<file path="config.mk">
export PLATFORM = sky130hd
export DESIGN_NAME = dco_object_decoder
export DESIGN_NICKNAME = d
export VERILOG_FILES = /design/src/dco_pkg.sv /design/src/dco_word_decode.sv /design/src/dco_object_decoder.sv
export SDC_FILE = /design/constraint.sdc
export NUM_CORES = 1
export LEC_CHECK = 0
export BUFFER_PORTS_ARGS = -buffer_cell sky130_fd_sc_hd__buf_2
export CAP_MARGIN = 20
export CORE_UTILIZATION = 51
export DETAILED_ROUTE_END_ITERATION = 8
export GPL_TIMING_DRIVEN = 0
export PLACE_DENSITY = 0.84
export SKIP_CTS_REPAIR_TIMING = 1
export SYNTH_ARGS = -nofsm -noshare
export SYNTH_HDL_FRONTEND = slang
export SYNTH_SLANG_ARGS = --single-unit
</file>
<file path="constraint.sdc">
create_clock -name i_clk_sys -period 2.3 [get_ports i_clk_sys]
set_input_delay 0.23 -clock i_clk_sys [delete_from_list [all_inputs] [get_ports i_clk_sys]]
set_output_delay 0.23 -clock i_clk_sys [all_outputs]
set_load 0.05 [all_outputs]
</file>
<file path="src/dco_pkg.sv">
`default_nettype none
package dco_pkg;
    // Object dictionary layout
    localparam logic [15:0] DCO_PAR_BASE      = 16'h2000;
    localparam logic [15:0] DCO_CTL_INDEX     = 16'h2020;
    localparam logic [15:0] DCO_STS_INDEX     = 16'h2021;
    localparam int          DCO_GROUP_W       = 5;
    localparam logic [7:0]  DCO_SUB_OFFSET    = 8'h01;
    localparam logic [7:0]  DCO_SUB_COUNT     = 8'h00;
    localparam logic [7:0]  DCO_SUB_CTL_WORD  = 8'h01;
    localparam logic [7:0]  DCO_SUB_FREQ      = 8'h02;
    localparam logic [7:0]  DCO_SUB_TRIG      = 8'h03;
    localparam logic [7:0]  DCO_SUB_FAULT     = 8'h01;
    localparam logic [7:0]  DCO_SUB_STATE     = 8'h02;
    // Reset values
    localparam logic [7:0]  DCO_CTL_COUNT_RST = 8'h03;
    localparam logic [7:0]  DCO_STS_COUNT_RST = 8'h0a;
    localparam logic [15:0] DCO_WORD_RST      = 16'h0000;
    // Command word fields
    localparam int          DCO_CW_RUN_LSB    = 0;
    localparam int          DCO_CW_DIR_LSB    = 4;
    localparam int          DCO_CW_ACC_LSB    = 6;
    localparam int          DCO_CW_STEP_LSB   = 8;
    localparam int          DCO_CW_SEL_EN     = 12;
    localparam int          DCO_CW_SRC_LSB    = 13;
    // Trigger fields
    localparam int          DCO_TR_EXT_FAULT  = 0;
    localparam int          DCO_TR_RESET      = 1;
    localparam int          DCO_TR_BLOCK      = 2;
    // State word fields
    localparam int          DCO_SW_RUN_LSB    = 0;
    localparam int          DCO_SW_INCH       = 2;
    localparam int          DCO_SW_DIR_LSB    = 3;
    localparam int          DCO_SW_FREQ_COMM  = 8;
    localparam int          DCO_SW_FREQ_ANA   = 9;

    typedef enum logic [1:0] {DCO_RUN_NONE, DCO_RUN_STOP, DCO_RUN_GO, DCO_RUN_INCH}          dco_run_type;
    typedef enum logic [1:0] {DCO_DIR_NONE, DCO_DIR_FWD, DCO_DIR_REV, DCO_DIR_CHANGE}        dco_dir_type;
    typedef enum logic [1:0] {DCO_SRC_NONE, DCO_SRC_KEYPAD, DCO_SRC_PARAM, DCO_SRC_TOGGLE}   dco_src_type;

    typedef struct packed {
        logic        valid;
        logic        write;
        logic [15:0] index;
        logic [7:0]  sub;
        logic [15:0] wdata;
    } dco_req_type;

    typedef struct packed {
        logic        valid;
        logic        ok;
        logic [15:0] rdata;
    } dco_rsp_type;

    typedef struct packed {
        logic                   valid;
        logic                   write;
        logic [DCO_GROUP_W-1:0] group;
        logic [7:0]             member;
        logic [15:0]            wdata;
    } dco_par_type;

    typedef struct packed {
        logic [1:0]  run_state;
        logic        inch_run;
        logic [1:0]  dir_state;
        logic        freq_comm;
        logic        freq_analog;
        logic [15:0] fault_code;
    } dco_drv_type;

    typedef struct packed {
        logic        strobe;
        dco_run_type run;
        dco_dir_type dir;
        logic [1:0]  accel_set;
        logic [3:0]  speed_step;
        logic        keypad_src;
        logic [15:0] speed_ref;
        logic        ext_fault;
        logic        fault_reset;
        logic        base_block;
    } dco_cmd_type;
endpackage : dco_pkg
`default_nettype wire

</file>
<file path="src/dco_word_decode.sv">
`default_nettype none
module dco_word_decode
    import dco_pkg::*;
(
    input  wire logic [15:0] i_word,
    input  wire logic [1:0]  i_accel_set,
    input  wire logic [3:0]  i_speed_step,
    input  wire logic        i_keypad_src,
    output logic      [1:0]  o_accel_set,
    output logic      [3:0]  o_speed_step,
    output logic             o_keypad_src
);
    dco_src_type src_code;

    always_comb begin
        src_code = dco_src_type'(i_word[DCO_CW_SRC_LSB +: 2]);
        if (i_word[DCO_CW_SEL_EN]) begin  // RULE4
            o_accel_set  = i_word[DCO_CW_ACC_LSB +: 2];  // RULE2
            o_speed_step = i_word[DCO_CW_STEP_LSB +: 4];  // RULE3
        end else begin
            o_accel_set  = i_accel_set;
            o_speed_step = i_speed_step;
        end
        unique case (src_code)  // RULE5
            DCO_SRC_NONE:   o_keypad_src = i_keypad_src;
            DCO_SRC_KEYPAD: o_keypad_src = 1'b1;
            DCO_SRC_PARAM:  o_keypad_src = 1'b0;
            DCO_SRC_TOGGLE: o_keypad_src = ~i_keypad_src;
        endcase
    end
endmodule : dco_word_decode
`default_nettype wire

</file>
<file path="src/dco_object_decoder.sv">
// Overview of operation
// RULE1: Parameter G.M at 0x2000+G, sub M+1
// RULE2: Word bits 7-6 pick accel set
// RULE3: Word bits 11-8 pick master or step speed
// RULE4: Bit 12 enables accel and step fields
// RULE5: Bits 14-13 pick, keep or toggle source
// RULE6: Speed reference: RW 16-bit, 0.01 Hz, zero
// RULE7: Trigger bits: external fault, reset, block
// RULE8: State bits 1-0 report run state
// RULE9: State bits 4-3 direction, bit 2 inch
// RULE10: State bit 8 flags comm frequency control
// RULE11: State bit 9 flags analog frequency command
// RULE12: Word bits 1-0 run, 5-4 direction
`default_nettype none
module dco_object_decoder
    import dco_pkg::*;
(
    input  wire logic        i_clk_sys,
    input  wire logic        i_reset,
    input  wire dco_req_type i_req,
    input  wire dco_rsp_type i_par_rsp,
    input  wire dco_drv_type i_drv,
    output var  dco_rsp_type o_rsp,
    output var  dco_par_type o_par,
    output var  dco_cmd_type o_cmd
);
    logic [15:0] ctl_word_q;
    logic [15:0] trig_q;
    logic [15:0] state_q;
    logic [15:0] fault_q;
    dco_rsp_type rsp_q;
    dco_par_type par_q;
    dco_cmd_type cmd_q;
    logic [1:0]  accel_d;
    logic [3:0]  step_d;
    logic        keypad_d;
    logic        par_hit;
    logic        wr_word;
    logic        wr_freq;
    logic        wr_trig;

    function automatic logic is_param(input logic [15:0] index);
        return (index >= DCO_PAR_BASE) && (index < DCO_CTL_INDEX);
    endfunction : is_param

    function automatic logic is_write(input dco_req_type req, input logic [7:0] sub);
        return req.valid && req.write && (req.index == DCO_CTL_INDEX) && (req.sub == sub);
    endfunction : is_write

    function automatic dco_rsp_type obj_read(input dco_req_type req, input logic [15:0] word,
                                             input logic [15:0] freq, input logic [15:0] trig,
                                             input logic [15:0] fault, input logic [15:0] state);
        dco_rsp_type r;
        r.valid = 1'b1;
        r.ok    = 1'b1;
        r.rdata = DCO_WORD_RST;
        if (req.index == DCO_CTL_INDEX) begin
            unique case (req.sub)
                DCO_SUB_COUNT:    r.rdata = {8'h00, DCO_CTL_COUNT_RST};
                DCO_SUB_CTL_WORD: r.rdata = word;
                DCO_SUB_FREQ:     r.rdata = freq;
                DCO_SUB_TRIG:     r.rdata = trig;
                default:          r.ok    = 1'b0;
            endcase
            if (req.write && (req.sub == DCO_SUB_COUNT)) begin
                r.ok = 1'b0;
            end
        end else if (req.index == DCO_STS_INDEX) begin
            unique case (req.sub)
                DCO_SUB_COUNT: r.rdata = {8'h00, DCO_STS_COUNT_RST};
                DCO_SUB_FAULT: r.rdata = fault;
                DCO_SUB_STATE: r.rdata = state;
                default:       r.ok    = 1'b0;
            endcase
            if (req.write) begin
                r.ok = 1'b0;
            end
        end else begin
            r.ok = 1'b0;
        end
        return r;
    endfunction : obj_read

    assign par_hit = i_req.valid && is_param(i_req.index) && (i_req.sub != DCO_SUB_COUNT);
    assign wr_word = is_write(i_req, DCO_SUB_CTL_WORD);
    assign wr_freq = is_write(i_req, DCO_SUB_FREQ);
    assign wr_trig = is_write(i_req, DCO_SUB_TRIG);

    dco_word_decode u_word_decode (
        .i_word       (i_req.wdata),
        .i_accel_set  (cmd_q.accel_set),
        .i_speed_step (cmd_q.speed_step),
        .i_keypad_src (cmd_q.keypad_src),
        .o_accel_set  (accel_d),
        .o_speed_step (step_d),
        .o_keypad_src (keypad_d)
    );

    // Parameter forwarding
    always_ff @(posedge i_clk_sys) begin
        if (i_reset) begin
            par_q <= '0;
        end else begin
            par_q.valid <= par_hit;
            if (par_hit) begin
                par_q.write  <= i_req.write;
                par_q.group  <= DCO_GROUP_W'(i_req.index - DCO_PAR_BASE);  // RULE1
                par_q.member <= i_req.sub - DCO_SUB_OFFSET;  // RULE1
                par_q.wdata  <= i_req.wdata;
            end
        end
    end

    // Answers
    always_ff @(posedge i_clk_sys) begin
        if (i_reset) begin
            rsp_q <= '0;
        end else if (i_req.valid && !par_hit) begin
            rsp_q <= obj_read(i_req, ctl_word_q, cmd_q.speed_ref, trig_q, fault_q, state_q);
        end else if (i_par_rsp.valid) begin
            rsp_q <= i_par_rsp;
        end else begin
            rsp_q.valid <= 1'b0;
        end
    end

    // Stored words
    always_ff @(posedge i_clk_sys) begin
        if (i_reset) begin
            ctl_word_q <= DCO_WORD_RST;
            trig_q     <= DCO_WORD_RST;
        end else begin
            if (wr_word) begin
                ctl_word_q <= i_req.wdata;
            end
            if (wr_trig) begin
                trig_q <= i_req.wdata;
            end
        end
    end

    // Command outputs
    always_ff @(posedge i_clk_sys) begin
        if (i_reset) begin
            cmd_q <= '0;
        end else begin
            cmd_q.strobe <= wr_word;
            if (wr_word) begin
                cmd_q.run        <= dco_run_type'(i_req.wdata[DCO_CW_RUN_LSB +: 2]);  // RULE12
                cmd_q.dir        <= dco_dir_type'(i_req.wdata[DCO_CW_DIR_LSB +: 2]);  // RULE12
                cmd_q.accel_set  <= accel_d;  // RULE2
                cmd_q.speed_step <= step_d;  // RULE3
                cmd_q.keypad_src <= keypad_d;  // RULE5
            end
            if (wr_freq) begin
                cmd_q.speed_ref <= i_req.wdata;  // RULE6
            end
            if (wr_trig) begin
                cmd_q.ext_fault   <= i_req.wdata[DCO_TR_EXT_FAULT];  // RULE7
                cmd_q.fault_reset <= i_req.wdata[DCO_TR_RESET];  // RULE7
                cmd_q.base_block  <= i_req.wdata[DCO_TR_BLOCK];  // RULE7
            end
        end
    end

    // Drive state capture
    always_ff @(posedge i_clk_sys) begin
        if (i_reset) begin
            state_q <= DCO_WORD_RST;
            fault_q <= DCO_WORD_RST;
        end else begin
            state_q                          <= DCO_WORD_RST;
            state_q[DCO_SW_RUN_LSB +: 2]     <= i_drv.run_state;  // RULE8
            state_q[DCO_SW_INCH]             <= i_drv.inch_run;  // RULE9
            state_q[DCO_SW_DIR_LSB +: 2]     <= i_drv.dir_state;  // RULE9
            state_q[DCO_SW_FREQ_COMM]        <= i_drv.freq_comm;  // RULE10
            state_q[DCO_SW_FREQ_ANA]         <= i_drv.freq_analog;  // RULE11
            fault_q                          <= i_drv.fault_code;
        end
    end

    assign o_rsp = rsp_q;
    assign o_par = par_q;
    assign o_cmd = cmd_q;

    // Checks
    logic rd_state;
    logic rd_freq;
    assign rd_state = i_req.valid && !i_req.write && (i_req.index == DCO_STS_INDEX)
                      && (i_req.sub == DCO_SUB_STATE);
    assign rd_freq  = i_req.valid && !i_req.write && (i_req.index == DCO_CTL_INDEX)
                      && (i_req.sub == DCO_SUB_FREQ);
endmodule : dco_object_decoder
`default_nettype wire

</file>
==> results.txt, run 1 <==
Status -> finished with violations
Failing checks -> negative hold slack
WHS -> -0.01384 ns
Total GRT Usage -> 0.2992
Leak -> 3.068 nW
Drt drc -> 0
Register area share after synthesis -> 0.4736
Final Hold Fails -> 10
CP max-delay cell -> buf_1
# rows -> 37
Register-to-Register Path Depth -> 4
#FFs+latches synth -> 128
Setup violators final -> 0
Most area-hungry cell type in the Yosys netlist -> dfxtp_1
Synth area leaders -> dfxtp_1 (47%), nand2_1 (7.9%), a21oi_1 (5.4%)
Post-synth EDFFs -> 0
Core region area -> 10320 sq um
Max Slew Vio Count -> 0
N_diodes -> 0
Initial antenna violation count -> 0
FF-to-FF setup slack -> 0.84 ns
CP max stage delay -> 0.46 ns
Clk sink count -> 128
CTS tree -> yes
Hold Crit Depth -> 3
Avg Cell Area, Syn -> 9.002 sq um
Root buffer selected by CTS -> clkbuf_8
CTS Buffer Depth -> 2
Critical Path Source -> i_req[16]
Crit path DAT -> 2.42 ns
Die Height -> 105.0 um
IO buf count -> 163
Vias -> 5396
H-tree Lvls -> 4
Vias per cell -> 5.609
Most frequent cell on the critical path -> clkbuf_1
Crit path kind -> input pin to register
Capture point of the critical path -> trig_q[5]
Setup WS post-layout -> 0.2629 ns
Worst Skew -> 0.006397 ns
Worst Tran Pin Value -> 0.6990 ns
Routability cong. -> 0.8571
Total Power -> 5.354 mW
DPL Wire Length -> 11.32 mm
Rel. slew slack -> 0.5305
Clk slew on worst S/H paths -> 0.06 ns
Setup Slack @ Placement -> -0.1326 ns
Clock latency on the worst-skew pair -> 0.53 ns
Fin crit share -> 0.8857
DIE AREA -> 11020 sq um
Drt pass-1 iters -> 5
CP Buf/Inv Count -> 4
Io pins -> 165
Most common cell in the synthesized netlist -> dfxtp_1
Num CTS Buffers -> 17
Fmax -> 0.4909 GHz
Die width -> 105.0 um
Final Cell Area -> 7278 sq um
GRT overflow -> 0
Syn. warnings -> 0
Ys async rst share -> 0
Setup TNS -> 0 ns
Average wire per standard cell -> 17.11 um
Max VDD drop -> 0.0004377 V
Syn Inst Count -> 601
CP Max Fanout -> 10
Share of cells above drive strength 1 -> 0.2821
Worst hold start -> i_req[2]
Worst path top cell family by delay -> buffers and inverters
Largest net degree at the start of global routing -> 17
Placed cell area -> 6396 sq um
Worst R2R Start -> o_cmd[9]
RSZ-0062 raised after global routing -> no
First-pass GRT wire length -> 25.56 mm
DRT antenna net count -> 0
Pwr dens -> 735.6 nW/um^2
Vias in the first global route -> 5072
Post-synth cell types -> 43
Syn Nets -> 691
Critical Path, Cell by Cell -> buf_2, ha_1, clkbuf_1, buf_1, nand3_1, clkbuf_1, nand2_1, a21oi_1
CP startpoint kind -> input pin
CP Depth -> 8
Min cycle time layout -> 2.037 ns
Most used DFF post-synth -> dfxtp_1
Synth top area share -> 0.4736
R2R Path End -> o_rsp[6]
Drt total wl -> 16.46 mm
Hold Path Class -> input pin to register
P&R area growth vs syn -> 34.53%
Initial core utilization -> 0.5241
Mapped Area -> 5410 sq um
Maxcap violations -> 0
Crit. End Element -> register
Synth cell count leaders -> dfxtp_1 (128), nand2_1 (114), a21oi_1 (58)
Initial DRC count -> 591
Layout Nets -> 903
Critical Path RT -> 2.68 ns
## per-layer routing
layer / global-route usage / vias up / wire length (um)
met1: 0.3898 / 2561 / 6779
li1: - / 2524 / -
met2: 0.4792 / 272 / 7854
met3: 0.06051 / 39 / 1424
met5: 0 / - / 0
met4: 0.1338 / 0 / 406
## per-stage QoR
step	cells	utilization	hold slack, ns
2_1_floorplan	601	-	0.3256
3_3_place_gp	900	0.6196	0.4370
3_5_place_dp	900	0.6196	0.4423
4_1_cts	932	0.6759	-0.09727
5_1_grt	962	0.7050	0.001300
6_report	962	0.7050	-0.01384
## power breakdown
part,total [mW],internal [mW],switching [mW]
Combinational,0.443,0.168,0.275
Clock,2.64,1.59,1.05
Sequential,2.27,2.26,0.0132
Total,5.35,4.02,1.34
## state kept, by name (all words and copies together), names as in the netlist
name	cells
ctl_word_q	16
o_cmd	24
trig_q	16
state_q	7
o_par	31
o_rsp	18
fault_q	16
## layout make-up
class | count | area [sq um]
plain buffers | 51 | 246.5
fillers | 751 | 3045
repair buffers | 193 | 1116
inverters | 18 | 67.56
well taps | 136 | 170.2
clock buffers | 19 | 431.7
clock inverters | 13 | 150.1
multi-input cells | 404 | 2534
flip-flops and latches | 128 | 2562
## worst reg2reg max path: cells and delay by family (launching register included)
kind | cells | cell delay (ns)
buf+inv | 1 | 0.10
flops | 1 | 0.33
compound gates | 3 | 0.90
## cells in the final DEF (no fill, tap or decap), types with 6 or more instances in the layout
cell type / Yosys / final
a211oi_1: 32 / 32
a211oi_2: 10 / 10
a21oi_1: 58 / 58
a222oi_1: 14 / 14
a22oi_1: 18 / 18
buf_2: 8 / 171
buf_4: 10 / 10
clkbuf_1: 29 / 30
clkbuf_16: 0 / 16
dfxtp_1: 128 / 128
dlygate4sd3_1: 0 / 30
inv_1: 18 / 18
inv_6: 0 / 6
mux2i_1: 22 / 22
nand2_1: 114 / 114
nor2_1: 38 / 38
nor2b_1: 42 / 42
## cells by family (layout without fill, tap and decap cells)
kind of cell / count (synthesis) / count (layout) / synth area share
simple gates: 228 / 228 / 0.2167
compound gates: 143 / 143 / 0.1896
xor+xnor: 6 / 6 / 0.009713
fa+ha+maj: 5 / 5 / 0.01156
mux: 22 / 22 / 0.04070
flops: 128 / 128 / 0.4736
buf+inv: 69 / 294 / 0.05805
## worst min-delay path by stage
stage                  to
6_report        trig_q[2]
5_1_grt         trig_q[1]
4_1_cts        fault_q[6]
3_5_place_dp     o_par[6]
3_3_place_gp    o_par[14]
2_1_floorplan   o_par[16]
(Power assumes the default switching activity.)
==> inputs of run 2 (changes only) <==
Settings changed: BUFFER_PORTS_ARGS -buffer_cell sky130_fd_sc_hd__buf_2 to -buffer_cell sky130_fd_sc_hd__clkbuf_2.
==> run 2 against run 1 <==
The flow still finishes with violations (negative hold slack). Combinational power rose by 0.9%. Via count decreased by 0.32%. Design area grew 0.74%. Non-clock buffer count up 3. Critical path depth stayed put. Critical path type unchanged. Critical endpoint is now trig_q[8].
==> results.txt, run 2 (same netlist as run 1, synthesis figures left out) <==
Leak -> 3.037 nW
Clk sink count -> 128
Largest register FFs -> 31
Drt total wl -> 16.79 mm
WHS -> -0.002463 ns
Initial core utilization -> 0.5241
Fin util -> 0.7102
Vias in the first global route -> 5209
IO buf count -> 163
Hold Path Class -> input pin to register
Commonest non-fill, non-tap cell in the layout -> clkbuf_2
Worst Tran Pin Value -> 0.7140 ns
Maxcap violations -> 0
Pwr dens -> 743.3 nW/um^2
Max VDD drop -> 0.0004729 V
Critical Path Source -> i_req[16]
# rows -> 37
Average wire per standard cell -> 17.38 um
FF-to-FF setup slack -> 0.87 ns
R2R Path End -> o_rsp[13]
Total GRT Usage -> 0.3042
Core region area -> 10320 sq um
Max Slew Vio Count -> 0
First-pass GRT wire length -> 26.02 mm
Worst Skew -> 0.01098 ns
Setup violators final -> 0
Cell Count Post-Placement -> 900
Hold Crit Depth -> 2
Largest net degree at the start of global routing -> 17
Num CTS Buffers -> 17
Status -> finished with violations
Failing checks -> negative hold slack
P&R area growth vs syn -> 35.52%
Layout fillers -> 759
Share of cells above drive strength 1 -> 0.2811
Clk slew on worst S/H paths -> 0.06 ns
Final Instance Count excl. Fillers -> 966
DRT antenna net count -> 0
Io pins -> 165
Die Height -> 105.0 um
CP startpoint kind -> input pin
Initial DRC count -> 603
Crit. End Element -> register
Initial antenna violation count -> 0
DIE AREA -> 11020 sq um
Fin crit share -> 0.8594
Drt drc -> 0
Die width -> 105.0 um
RSZ-0062 raised after global routing -> no
Crit path kind -> input pin to register
DPL Wire Length -> 11.64 mm
Crit path DAT -> 2.37 ns
Most frequent cells in the layout -> clkbuf_2 (163), dfxtp_1 (128), nand2_1 (114)
Final Hold Fails -> 4
Min cycle time layout -> 1.977 ns
Rel. slew slack -> 0.5204
Drt pass-1 iters -> 8
Register-to-Register Path Depth -> 4
CTS Buffer Depth -> 2
Clock latency on the worst-skew pair -> 0.53 ns
H-tree Lvls -> 4
Worst R2R Start -> o_cmd[16]
Vias per cell -> 5.568
GRT overflow -> 0
Layout Nets -> 906
Root buffer selected by CTS -> clkbuf_8
Critical Path RT -> 2.69 ns
Capture point of the critical path -> trig_q[8]
CP Max Fanout -> 10
CTS tree -> yes
Vias -> 5379
Routability cong. -> 0.8571
Fmax -> 0.5059 GHz
## run 2: layer usage
layer | vias up | track usage | share of wire
met3 | 35 | 0.07735 | 0.085
met2 | 281 | 0.4910 | 0.49
li1 | 2530 | - | -
met4 | 0 | 0.1439 | 0.022
met1 | 2533 | 0.3798 | 0.40
met5 | - | 0 | 0
## run 2: how the worst min path moves through the flow
stage / startpoint / to / slack [ns]
after floorplan: i_req[16] / o_par[16] / 0.33
after global placement: trig_q[15] / trig_q[15] / 0.44
after detailed placement: i_drv[6] / fault_q[6] / 0.45
after CTS: i_drv[6] / fault_q[6] / -0.09
after global routing: i_req[14] / o_par[14] / 0.003
final: i_req[14] / o_cmd[19] / -0.002
## run 2: cell type report
class,count,area [sq um],share of cell area
sequential,128,2562,0.3495
multi-input combinational,404,2534,0.3456
timing repair buffer,196,1146,0.1563
clock buffer,20,445.4,0.06075
buffer,51,246.5,0.03362
tap,136,170.2,0.02321
clock inverter,12,157.7,0.02150
inverter,18,67.56,0.009215
antenna,1,2.502,0.0003413
## run 2: through the flow
| step | instance area [sq um] | setup WS [ns] | TNS [ns] | total power, mW | hold WS (ns) |
|---|---|---|---|---|---|
| after floorplan | 5410 | 0.4597 | 0 | 2.533 | 0.3256 |
| after global placement | 6396 | -0.07592 | -1.034 | 2.697 | 0.4379 |
| after detailed placement | 6396 | -0.1025 | -1.670 | 2.710 | 0.4453 |
| after CTS | 6999 | 0.4257 | 0 | 5.393 | -0.09288 |
| after global routing | 7330 | 0.2285 | 0 | 5.606 | 0.002956 |
| final | 7332 | 0.3234 | 0 | 5.450 | -0.002463 |
## run 2: power by group
group / internal (mW) / leakage (nW) / switching (mW) / total [mW]
clock network: 1.71 / 0.288 / 1.02 / 2.73
logic: 0.170 / 1.71 / 0.276 / 0.447
registers: 2.26 / 1.04 / 0.0138 / 2.27
total: 4.14 / 3.04 / 1.31 / 5.45
## run 2: critical path, cell delays in order
cell	delay (ns)
clkbuf_2	0.15
ha_1	0.16
clkbuf_1	0.41
buf_1	0.46
nand3_1	0.40
clkbuf_1	0.34
nand2_1	0.14
a21oi_1	0.06
==> inputs of run 3 (changes only) <==
Settings changed: CAP_MARGIN 20 to 10, CTS_BUF_LIST from default to sky130_fd_sc_hd__clkbuf_4 sky130_fd_sc_hd__clkbuf_8 sky130_fd_sc_hd__clkbuf_16.
==> run 3 against run 2 <==
The run still ends with negative hold slack left. Utilization fell by 0.085 points. Die area did not move. Worst setup slack improved by 0.013 ns.
==> results.txt, run 3 (same netlist as run 1, synthesis figures left out) <==
Status -> finished with violations
Met1 GRT Util -> 0.3799
CP max stage delay -> 0.46 ns
Core region area -> 10320 sq um
CP Max Fanout -> 10
Most frequent cell on the critical path -> clkbuf_1
RSZ-0062 raised after global routing -> no
# rows -> 37
Clk network pwr share -> 0.503
Final Instance Count excl. Fillers -> 964
Register-to-Register Path Depth -> 4
Max VDD drop -> 0.0004718 V
DRT antenna net count -> 0
Commonest non-fill, non-tap cell in the layout -> clkbuf_2
CP startpoint kind -> input pin
Fmax -> 0.5092 GHz
Total Power -> 5.461 mW
Rel. slew slack -> 0.5189
Average wire per standard cell -> 17.31 um
Layout Nets -> 905
Vias -> 5405
Drt drc -> 0
Pwr dens -> 745.7 nW/um^2
Setup violators final -> 0
Clk sink count -> 128
Psw -> 1.309 mW
DPL Wire Length -> 11.64 mm
Clock latency on the worst-skew pair -> 0.53 ns
WHS -> -0.002929 ns
Failing checks -> negative hold slack
Num CTS Buffers -> 17
CP Depth -> 8
Hold Crit Depth -> 2
Largest net degree at the start of global routing -> 17
Placed cell area -> 6396 sq um
Layout fillers -> 761
Max Slew Vio Count -> 0
Critical Path RT -> 2.69 ns
N_diodes -> 0
P&R area growth vs syn -> 35.36%
Worst Tran Pin Value -> 0.7162 ns
Area of the multi-input gates -> 2534 sq um
Clk slew on worst S/H paths -> 0.06 ns
Root buffer selected by CTS -> clkbuf_8
Leak -> 3.036 nW
Share of cells above drive strength 1 -> 0.2826
Final Hold Fails -> 2
Fin util -> 0.7094
Die Height -> 105.0 um
Worst Skew -> 0.007552 ns
First-pass GRT wire length -> 26.04 mm
Hold Path Class -> input pin to register
Initial antenna violation count -> 0
Worst path top cell family by delay -> buffers and inverters
Switching Fraction -> 0.2397
Initial core utilization -> 0.5241
Cell Count Post-Placement -> 900
Crit path DAT -> 2.35 ns
Logic pwr share -> 0.082
Fin crit share -> 0.8538
Drt total wl -> 16.69 mm
P_int -> 4.152 mW
Crit. End Element -> register
DIE AREA -> 11020 sq um
Vias per cell -> 5.607
Met2 usage -> 0.4953
CP max-delay cell -> buf_1
FF/Latch Area -> 2562 sq um
Initial DRC count -> 443
Min cycle time layout -> 1.964 ns
Maxcap violations -> 0
CP Buf/Inv Count -> 4
IO buf count -> 163
Crit path kind -> input pin to register
CTS tree -> yes
Die width -> 105.0 um
Most frequent cells in the layout -> clkbuf_2 (163), dfxtp_1 (128), nand2_1 (114)
Setup Slack @ Placement -> -0.1025 ns
Vias in the first global route -> 5220
Io pins -> 165
Routability cong. -> 0.8571
Sequential Power Share -> 0.416
CTS Buffer Depth -> 2
GRT overflow -> 0
H-tree Lvls -> 4
Drt pass-1 iters -> 6
Final Cell Area -> 7323 sq um
Setup WS post-layout -> 0.3363 ns
Largest register FFs -> 31
Total GRT Usage -> 0.3045
GR Util met3 -> 0.07611
GRT busiest layer -> met2
Critical Path, Cell by Cell -> clkbuf_2, ha_1, clkbuf_1, buf_1, nand3_1, clkbuf_1, nand2_1, a21oi_1
==> run 3: cell count changes in the layout (fill, tap and decap cells not counted), sizes merged <==
cell	change
diode	-1
dlygate4sd3	-1
==> run 3: power by group through the flow <==
| stage | registers [mW] | clock network [mW] | logic (mW) |
|---|---|---|---|
| detailed placement | 2.32 | 0 | 0.392 |
| CTS | 2.27 | 2.74 | 0.396 |
| global route | 2.27 | 2.86 | 0.476 |
| global placement | 2.32 | 0 | 0.381 |
| floorplan | 2.38 | 0 | 0.157 |
| finish | 2.27 | 2.75 | 0.445 |
==> run 3: layer usage <==
metal  part of all wire  vias to the layer above  wire length, um
li1                   -                     2529                -
met1               0.40                     2535             6676
met2               0.48                      291             8026
met3              0.088                       50             1462
met4              0.032                        0              526
met5                  0                        -                0
==> run 3: final cells by class <==
class                      instances  area share
clock buffer                      20     0.06134
sequential                       128      0.3499
timing repair buffer             195      0.1551
inverter                          18    0.009226
buffer                            51     0.03366
clock inverter                    12     0.02153
multi-input combinational        404      0.3460
tap                              136     0.02324
==> run 3: path summary, 6_finish.rpt <==
check,to,startpoint,slack (ns)
max,trig_q[8],i_req[16],0.34
min reg2reg,o_par[27],o_par[27],0.45
max reg2reg,o_rsp[13],o_cmd[16],0.86
min,o_cmd[19],i_req[14],-0.003
==> run 3: per-stage QoR <==
| step | hold WS (ns) | setup TNS (ns) |
|---|---|---|
| 2_1_floorplan | 0.3256 | 0 |
| 3_3_place_gp | 0.4379 | -1.034 |
| 3_5_place_dp | 0.4453 | -1.670 |
| 4_1_cts | -0.09288 | 0 |
| 5_1_grt | 0.003821 | 0 |
| 6_report | -0.002929 | 0 |
